**src/core/oadc_pkg.sv**
```systemverilog
/*
 * Shared constants and carrier types for the octal converter output path.
 * Assumes a single 20 MHz system clock; the sample clock arrives from outside.
 */
package oadc_pkg;
    localparam int          NUM_CHANNELS   = 8;
    localparam int          RESULT_BITS    = 10;
    localparam int          PAD_BITS       = 2;
    localparam int          WORD_BITS      = RESULT_BITS + PAD_BITS;
    localparam int          SERIAL_MULT    = 12;   // Serializer clock per sample clock
    localparam int          BIT_CLOCK_MULT = 6;    // Bit clock per sample clock
    localparam int          LATENCY_WHOLE  = 6;    // Whole sample periods of pipeline delay
    localparam int          PIPE_STAGES    = LATENCY_WHOLE + 1;
    localparam int          FIFO_DEPTH     = 4;
    localparam int          PERIOD_BITS    = 16;
    localparam int          MIN_PERIOD_CYC = 2 * SERIAL_MULT; // Fastest tick spacing is 2
    localparam logic [1:0]  PAD_VALUE      = 2'h0;
    localparam logic [15:0] PERIOD_RESET   = 16'h0000;

    typedef logic [RESULT_BITS-1:0] code_t;

    // One conversion result per channel, taken on the same sample edge
    typedef struct packed {
        code_t [NUM_CHANNELS-1:0] code;
    } sample_set_t;

    // Serializer phase along one word
    typedef enum logic [1:0] {
        SER_IDLE  = 2'b00,
        SER_SHIFT = 2'b01,
        SER_HOLD  = 2'b11
    } ser_state_t;
endpackage : oadc_pkg

```
**src/core/oadc_word_fifo.sv**
```systemverilog
/*
 * Small synchronous FIFO with valid/ready on both sides.
 * Assumes both sides run on clk; storage is flip-flops.
 */
`timescale 1ns/1ns
module oadc_word_fifo #(
    parameter int WIDTH = 80,
    parameter int DEPTH = 4
) (
    input  wire logic             clk,
    input  wire logic             sys_rst,
    input  wire logic [WIDTH-1:0] inData,
    input  wire logic             inValid,
    output logic                  inReady,
    output logic [WIDTH-1:0]      outData,
    output logic                  outValid,
    input  wire logic             outReady
);
    localparam int AW = $clog2(DEPTH);
    logic [WIDTH-1:0] store [DEPTH];
    logic [AW-1:0]    wrPtr;
    logic [AW-1:0]    rdPtr;
    logic [AW:0]      count;
    wire              doWrite = inValid && inReady;
    wire              doRead  = outValid && outReady;

    // Full and empty come straight from the occupancy count
    assign inReady  = (count != (AW+1)'(DEPTH));
    assign outValid = (count != '0);
    assign outData  = store[rdPtr];

    // Pointers wrap at DEPTH so non-power-of-two depths also work
    always_ff @(posedge clk) begin
        if (sys_rst) begin
            wrPtr <= '0;
            rdPtr <= '0;
            count <= '0;
        end else begin
            if (doWrite) begin
                store[wrPtr] <= inData;
                wrPtr        <= (wrPtr == AW'(DEPTH-1)) ? '0 : wrPtr + 1'b1;
            end
            if (doRead) begin
                rdPtr <= (rdPtr == AW'(DEPTH-1)) ? '0 : rdPtr + 1'b1;
            end
            count <= count + (AW+1)'(doWrite) - (AW+1)'(doRead);
        end
    end
endmodule : oadc_word_fifo

```
**src/core/octal_adc_serial_lvds_output.sv**
```systemverilog
/*
 * Digital output path of an eight-channel 10-bit converter: shared sample
 * edge, 6.5-period pipeline, word buffer, and a 12x serializer that drives
 * eight data pairs plus a 6x bit clock and a 1x word clock.
 * Assumes clk is far faster than the sample clock (at least 24 clk per period)
 * and that the converter core presents signed results on clk.
 */
// Functional notes
// - All eight channels capture their results on the same sample clock edge.
// - A 12x serializer rate is derived internally by locking to the sample clock period.
// - Each channel's result leaves on its own differential output pair.
// - Each serial word is 12 bits, ten result bits plus two pads, sent LSB first.
// - Both output clocks come from the same serializer ticks as the data bits.
// - A sample reaches the output 7 sample periods after its capture edge (buffered at 6.5, sent from the next rise).
// - Minus full scale maps to code zero and plus full scale to all ones, straight binary.
`timescale 1ns/1ns
module octal_adc_serial_lvds_output #(
    parameter int CHANNELS = oadc_pkg::NUM_CHANNELS,
    parameter int DEPTH    = oadc_pkg::FIFO_DEPTH
) (
    input  wire logic                 clk,
    input  wire logic                 sys_rst,
    input  wire logic                 sample_clock_in,
    input  wire oadc_pkg::sample_set_t coreResult,
    output logic [CHANNELS-1:0]       serialDataP,
    output logic [CHANNELS-1:0]       serialDataN,
    output logic                      bitClockP,
    output logic                      bitClockN,
    output logic                      wordClockP,
    output logic                      wordClockN,
    output logic                      pllLocked,
    output logic                      wordDropped
);
    localparam int PB = oadc_pkg::PERIOD_BITS;

    // Straight binary from two's complement: flip the sign bit
    function automatic oadc_pkg::code_t toBinary(input oadc_pkg::code_t s);
        toBinary = {~s[oadc_pkg::RESULT_BITS-1], s[oadc_pkg::RESULT_BITS-2:0]};
    endfunction : toBinary

    // Pad below the result so the zero pads leave first
    function automatic logic [oadc_pkg::WORD_BITS-1:0] padWord(input oadc_pkg::code_t c);
        padWord = {c, oadc_pkg::PAD_VALUE};
    endfunction : padWord

    // Input synchroniser; syncB and syncC feed the edge logic
    logic syncA;
    logic syncB;
    logic syncC;
    always_ff @(posedge clk) begin
        if (sys_rst) begin
            syncA <= 1'b0;
            syncB <= 1'b0;
            syncC <= 1'b0;
        end else begin
            syncA <= sample_clock_in;
            syncB <= syncA;
            syncC <= syncB;
        end
    end
    wire sampleRise = syncB && !syncC;
    wire sampleFall = !syncB && syncC;

    // Pipeline: captured on a rise, released on the fall 6.5 periods later
    oadc_pkg::sample_set_t pipe [oadc_pkg::PIPE_STAGES];
    logic [oadc_pkg::PIPE_STAGES-1:0] pipeValid;
    oadc_pkg::sample_set_t capturedSet;
    logic fifoInReady;
    logic [PB-1:0] periodLen;
    wire           lockNow = (periodLen >= PB'(oadc_pkg::MIN_PERIOD_CYC));
    // Pushes wait for lock: words buffered while unlocked would add to the latency
    wire  pushWord = sampleFall && pipeValid[oadc_pkg::PIPE_STAGES-1] && lockNow;

    // One shared capture for all channels, converted to straight binary
    always_comb begin
        capturedSet = coreResult;
        for (int c = 0; c < oadc_pkg::NUM_CHANNELS; c++) begin
            capturedSet.code[c] = toBinary(coreResult.code[c]);
        end
    end

    always_ff @(posedge clk) begin
        if (sys_rst) begin
            pipeValid <= '0;
        end else if (sampleRise) begin
            pipe[0]   <= capturedSet;
            pipeValid <= {pipeValid[oadc_pkg::PIPE_STAGES-2:0], 1'b1};
            for (int s = 1; s < oadc_pkg::PIPE_STAGES; s++) begin
                pipe[s] <= pipe[s-1];
            end
        end
    end

    // Word buffer; a full buffer refuses the push and the loss is flagged
    oadc_pkg::sample_set_t fifoOut;
    logic                  fifoOutValid;
    logic                  popWord;
    oadc_word_fifo #(
        .WIDTH ($bits(oadc_pkg::sample_set_t)),
        .DEPTH (DEPTH)
    ) wordBuffer (
        .clk      (clk),
        .sys_rst  (sys_rst),
        .inData   (pipe[oadc_pkg::PIPE_STAGES-1]),
        .inValid  (pushWord),
        .inReady  (fifoInReady),
        .outData  (fifoOut),
        .outValid (fifoOutValid),
        .outReady (popWord)
    );

    // Period tracker stands in for the multiplying loop
    logic [PB-1:0] periodCount;
    logic [PB-1:0] phaseAcc;
    wire  [PB-1:0] accStep = phaseAcc + PB'(oadc_pkg::SERIAL_MULT);
    always_ff @(posedge clk) begin
        if (sys_rst) begin
            periodCount <= oadc_pkg::PERIOD_RESET;
            periodLen   <= oadc_pkg::PERIOD_RESET;
        end else if (sampleRise) begin
            periodCount <= PB'(1);
            periodLen   <= periodCount;
        end else if (periodCount != '1) begin
            periodCount <= periodCount + 1'b1;
        end
    end

    // Twelve evenly spread ticks per period, re-phased on each rise
    oadc_pkg::ser_state_t serState;
    oadc_pkg::ser_state_t next_serState;
    logic [3:0]           bitIdx;
    wire                  midTick = (serState == oadc_pkg::SER_SHIFT) && (accStep >= periodLen)
                                    && (bitIdx != 4'(oadc_pkg::WORD_BITS-1));
    wire                  startTick = sampleRise && lockNow;
    wire                  serTick = startTick || midTick;
    wire [3:0]            next_bitIdx = startTick ? 4'h0 : bitIdx + 4'h1;
    assign popWord = startTick && fifoOutValid;

    always_comb begin
        case (serState)
            oadc_pkg::SER_IDLE:  next_serState = startTick ? oadc_pkg::SER_SHIFT : serState;
            oadc_pkg::SER_SHIFT: next_serState = startTick ? oadc_pkg::SER_SHIFT :
                                 (midTick && next_bitIdx == 4'(oadc_pkg::WORD_BITS-1)) ?
                                 oadc_pkg::SER_HOLD : serState;
            oadc_pkg::SER_HOLD:  next_serState = startTick ? oadc_pkg::SER_SHIFT : serState;
            default:             next_serState = oadc_pkg::SER_IDLE;
        endcase
    end

    always_ff @(posedge clk) begin
        if (sys_rst) begin
            serState <= oadc_pkg::SER_IDLE;
            bitIdx   <= 4'h0;
            phaseAcc <= '0;
        end else begin
            serState <= lockNow ? next_serState : oadc_pkg::SER_IDLE;
            if (serTick) begin
                bitIdx <= next_bitIdx;
            end
            // Fractional spacing: carry P out of the accumulator on each mid-word tick; the start tick reloads it
            phaseAcc <= startTick ? PB'(oadc_pkg::SERIAL_MULT) :
                        midTick ? accStep - periodLen : accStep;
        end
    end

    // Word held for the whole frame; an empty buffer repeats the last word
    logic [CHANNELS-1:0][oadc_pkg::WORD_BITS-1:0] frameWord;
    always_ff @(posedge clk) begin
        if (sys_rst) begin
            frameWord <= '0;
        end else if (popWord) begin
            for (int c = 0; c < CHANNELS; c++) begin
                frameWord[c] <= padWord(fifoOut.code[c]);
            end
        end
    end
    wire [CHANNELS-1:0][oadc_pkg::WORD_BITS-1:0] shiftSrc = popWord ?
        {CHANNELS{oadc_pkg::WORD_BITS'(0)}} | frameLoad() : frameWord;

    function automatic logic [CHANNELS-1:0][oadc_pkg::WORD_BITS-1:0] frameLoad();
        for (int c = 0; c < CHANNELS; c++) begin
            frameLoad[c] = padWord(fifoOut.code[c]);
        end
    endfunction : frameLoad

    // Data and both clocks change on the same tick, so they stay aligned
    always_ff @(posedge clk) begin
        if (sys_rst) begin
            serialDataP <= '0;
            serialDataN <= '1;
            bitClockP   <= 1'b0;
            bitClockN   <= 1'b1;
            wordClockP  <= 1'b0;
            wordClockN  <= 1'b1;
        end else if (serTick) begin
            for (int c = 0; c < CHANNELS; c++) begin
                serialDataP[c] <= shiftSrc[c][next_bitIdx];
                serialDataN[c] <= ~shiftSrc[c][next_bitIdx];
            end
            bitClockP  <= ~next_bitIdx[0];
            bitClockN  <= next_bitIdx[0];
            wordClockP <= (next_bitIdx < 4'(oadc_pkg::WORD_BITS/2));
            wordClockN <= !(next_bitIdx < 4'(oadc_pkg::WORD_BITS/2));
        end
    end

    // Status flags
    always_ff @(posedge clk) begin
        if (sys_rst) begin
            pllLocked   <= 1'b0;
            wordDropped <= 1'b0;
        end else begin
            pllLocked   <= lockNow;
            wordDropped <= pushWord && !fifoInReady;
        end
    end

    // Checks
    AST_PAD_FIRST: assert property (@(posedge clk) disable iff (sys_rst)
        popWord |=> (serialDataP == '0))
        else $error("pad bit not zero at word start");
    AST_WORD_HIGH_AT_START: assert property (@(posedge clk) disable iff (sys_rst)
        startTick |=> (wordClockP && bitClockP && bitIdx == 4'h0))
        else $error("word clock not high at word start");
    AST_BIT_CLK_TOGGLES: assert property (@(posedge clk) disable iff (sys_rst)
        midTick |=> (bitClockP != $past(bitClockP)))
        else $error("bit clock did not toggle with data");
    AST_WORD_LOW_SECOND_HALF: assert property (@(posedge clk) disable iff (sys_rst)
        (serTick && next_bitIdx == 4'h6) |=> !wordClockP)
        else $error("word clock not low in second half");
    AST_LSB_ORDER: assert property (@(posedge clk) disable iff (sys_rst)
        (midTick && next_bitIdx == 4'h2) |=> (serialDataP[0] == frameWord[0][2]))
        else $error("first result bit is not the LSB");
    AST_LATENCY: assert property (@(posedge clk) disable iff (sys_rst)
        pushWord |-> pipeValid[oadc_pkg::PIPE_STAGES-1] && sampleFall)
        else $error("push outside the half-period release point");
    AST_SHARED_EDGE: assert property (@(posedge clk) disable iff (sys_rst)
        sampleRise |=> (pipe[0].code[1] == toBinary($past(coreResult.code[1]))))
        else $error("channel not captured on shared edge");
    AST_DIFF_PAIR: assert property (@(posedge clk) disable iff (sys_rst)
        (serialDataN == ~serialDataP) && (bitClockN == !bitClockP))
        else $error("differential pair out of step");
    AST_LOCK_GATES: assert property (@(posedge clk) disable iff (sys_rst)
        !lockNow |=> (serState == oadc_pkg::SER_IDLE))
        else $error("serializer runs without lock");

    COV_LOCK: cover property (@(posedge clk) disable iff (sys_rst) $rose(pllLocked));
    COV_POP: cover property (@(posedge clk) disable iff (sys_rst) popWord);
    COV_FULL_WORD: cover property (@(posedge clk) disable iff (sys_rst)
        serState == oadc_pkg::SER_HOLD);
    COV_DROP: cover property (@(posedge clk) disable iff (sys_rst) wordDropped);
endmodule : octal_adc_serial_lvds_output

```
**config.mk**
```make
export PLATFORM = sky130hd
export DESIGN_NAME = octal_adc_serial_lvds_output
export DESIGN_NICKNAME = d
export VERILOG_FILES = /design/src/core/oadc_pkg.sv /design/src/core/oadc_word_fifo.sv /design/src/core/octal_adc_serial_lvds_output.sv
export SDC_FILE = /design/constraint.sdc
export NUM_CORES = 1
export LEC_CHECK = 0
export ABC_AREA = 0
export CAP_MARGIN = 20
export CORE_ASPECT_RATIO = 1.2
export CORE_UTILIZATION = 55
export DETAILED_ROUTE_END_ITERATION = 12
export DONT_BUFFER_PORTS = 1
export PLACE_DENSITY = 0.67
export SYNTH_ARGS = -nofsm -noshare
export SYNTH_HDL_FRONTEND = slang
export SYNTH_SLANG_ARGS = --single-unit
```
**constraint.sdc**
```tcl
create_clock -name clk -period 82.2 [get_ports clk]
set_clock_uncertainty 0.05 [all_clocks]
set_input_delay 16.44 -clock clk [delete_from_list [all_inputs] [get_ports clk]]
set_output_delay 16.44 -clock clk [all_outputs]
set_load 0.005 [all_outputs]
```
==> reports/metrics.cfg <==
[finish]
nets = 2248
fin_util = 0.6227
synthToLayoutAreaGrowth_pct = 11.78
layoutNonFillerInstCount = 3118
nFillCells = 4756
drive_above_1_share = 0.1259
stdcell_area_um2 = 41890

[cts]
cts_tree = yes
cts_max_level = 3
postCtsSetupBuffers = 0
clkTransAtPathRegs_ps = 60
clock_path_buffers = 3
root_buffer = clkbuf_16
cts_sinks = 1071
cts_resized = 0
numCtsBuffers = 99
worstSkewPairLatency_ps = 650
postCtsHoldBufs = 0

[worst_setup_path]
regToRegEndpoint = serialDataN[7]
worst-endpoint-required_ps = 82410
r2r_slack_ps = 77550
critPathCaptureType = flop
crit_fanout = 211
cp.arrival_ps = 18680
reg2reg_from = syncB
r2r_cells = 11
startpoint_type = primary input
worstSetupPathType = in2reg

[status]
status = finished clean

[drt]
drt.antenna.violating_nets = 0
dr.max_layer_used = met4
route.detailed.drc = 0
m1WireLength_um = 24530
avgViaCountPerCell = 5.499
wl_met3_um = 3212
post_drt_wl_per_cell_um = 19.15
totalWireLength_um = 59710
drt_iter0_drc = 1098
vias = 17147
met2WireLength_um = 29910
firstDrtPassIters = 5

[power]
power_mw = 1.080
ir_drop_mv = 0.02137
seq_power_share = 0.546
p_leak_nw = 13.32
power_density_nw_per_um2 = 25.77
p_int_mw = 0.8740
clkPwrFrac = 0.438
combPwrFrac = 0.016
p_switching_mw = 0.2054
p_sw_frac = 0.1903

[global_route]
grt_pass1_vias = 17202
grt_antenna_before_repair = 1
grt-ovfl-total = 0
grt_max_degree = 212
grt.total_usage = 0.1760
grt_pass1_wl_um = 93500

[die]
dieArea_um2 = 69190
dieHeight_um = 288.0
start_util = 0.5571
ios = 105
rows = 104
core_area_um2 = 67270
die_w_um = 240.3

[place]
dp.final_hpwl_um = 35580
place_congestion = 0.8679
placed_area_um2 = 38410
dp_cells = 2933
io_buffers = 0

[synthesis]
ys.flop_type = edfxtp_1
ys_ff_latch = 1071
yosysMostFrequentCell = edfxtp_1
async_flop_share = 0
synth_fp_nets = 2210
synth_cell_types = 79
avgSynthCellArea_um2 = 17.87
synth_common_cells = edfxtp_1, nand2_1, dfxtp_1, a21oi_1, mux4_2
synthesis.area_um2 = 37480
yosys.area.top_type = edfxtp_1
synth_area_leaders = edfxtp_1, dfxtp_1, mux4_2
synthCells = 2097
synth_edf_count = 880
synth-warning-count = 0
synth_top_area_share = 0.7051
yosysSeqAreaShare = 0.8071

[min_path]
hold_depth = 0
whs_endpoint = pipe[3][15]
min_from = pipe[2][15]
holdCritPathClass = reg2reg

[sta]
tightest_slew_ps = 1077
maxSlewViolCount = 0
finalHoldViolCount = 0
tns_ps = 0
slew_headroom = 0.2820
setup_viol = 0
rsz0062_at_grt = no
fin_crit_sh = 0.2248
timing.fmax_mhz = 54.13
fin_crit_ps = 18470

[flow_run]
drv_cap = 0

## worst max-delay path, stage by stage
cell and delay [ps]:
nor2_4 440, buf_4 720, buf_12 730
## metrics by stage
step / worst slack, ps / hold WS [ps]
after floorplan: 40400 / 350.3
after global placement: 62780 / 350.3
after detailed placement: 62650 / 354.5
after CTS: 63380 / 358.5
after global routing: 63620 / 366.9
final: 63730 / 359.8
## cell families after synthesis
| kind of cell | Yosys count | synth area share |
|---|---|---|
| AOI/OAI and AO/OA | 274 | 0.04687 |
| xor gates and xnor gates | 44 | 0.01028 |
| adders and majority gates | 30 | 0.01042 |
| buffers and inverters | 132 | 0.01552 |
| DFF | 1071 | 0.8071 |
| muxes | 105 | 0.05475 |
| and+or+nand+nor | 441 | 0.05505 |
## placed cells by master (no fill, tap or decap), types with 5 or more instances in the layout
master,synthesis,routed
mux2i_1,25,25
o21ai_0,32,32
inv_1,45,45
xor2_1,20,20
clkbuf_1,50,12
bufinv_16,0,16
buf_4,4,18
clkinv_2,0,12
nand3_1,34,34
clkinvlp_4,0,5
edfxtp_1,880,880
o21ai_1,5,5
nor2b_1,13,13
mux4_2,80,80
inv_6,0,6
nand2_1,214,214
xnor2_1,24,24
nand4_1,10,10
nor4_1,11,11
a21oi_1,127,127
clkbuf_16,0,102
and3_1,26,26
clkinv_1,1,23
a211oi_1,27,27
ha_1,28,28
a21o_1,14,14
nor2_1,77,76
nor3_1,18,18
o211ai_1,5,5
dfxtp_1,191,189
## area by class of cell
class                           count  area, um^2  area share
Sequential cell                  1071       30250      0.7222
Multi-Input combinational cell    894        6676      0.1594
Clock buffer                      116        2625     0.06266
Tap cell                          901        1127     0.02691
Clock inverter                     66       813.3     0.01941
Timing Repair Buffer               22       217.7    0.005197
Inverter                           47       176.4    0.004211
Antenna cell                        1       2.502  0.00005973
## sequential cells by signal (all words and copies together), names as in the netlist, 2 cells and up, named ones only
signal,cells
bitIdx,4
frameWord,96
periodCount,16
periodLen,16
phaseAcc,14
pipe,560
pipeValid,7
serState,2
serialDataN,8
serialDataP,8
wordBuffer.count,3
wordBuffer.rdPtr,2
wordBuffer.store,320
wordBuffer.wrPtr,2
## how the worst max path moves through the flow
stage / startpoint / end / slack, ps / cells after the start
4_1_cts: sys_rst / pipe[3][38] / 63380 / 3
6_report: sys_rst / pipe[4][49] / 63730 / 3
3_3_place_gp: sys_rst / pipe[1][34] / 62780 / 3
5_1_grt: sys_rst / pipe[3][38] / 63620 / 3
2_1_floorplan: sys_rst / pipe[0][0] / 40400 / 4
3_5_place_dp: sys_rst / pipe[0][34] / 62650 / 3
## power groups by stage
stage | combinational [mW] | clock [mW] | sequential (mW)
after CTS | 0.0176 | 0.484 | 0.589
after global placement | 0.0174 | 0 | 0.601
after detailed placement | 0.0175 | 0 | 0.601
final | 0.0176 | 0.472 | 0.589
after global routing | 0.0197 | 0.504 | 0.590
after floorplan | 0.0146 | 0 | 0.605
## metal layers
metal | vias to the layer above | GRT usage
met5 | - | 0
met2 | 407 | 0.2961
met3 | 124 | 0.03548
li1 | 8096 | -
met4 | 0 | 0.07500
met1 | 8520 | 0.2230
(Power assumes the default switching activity.)
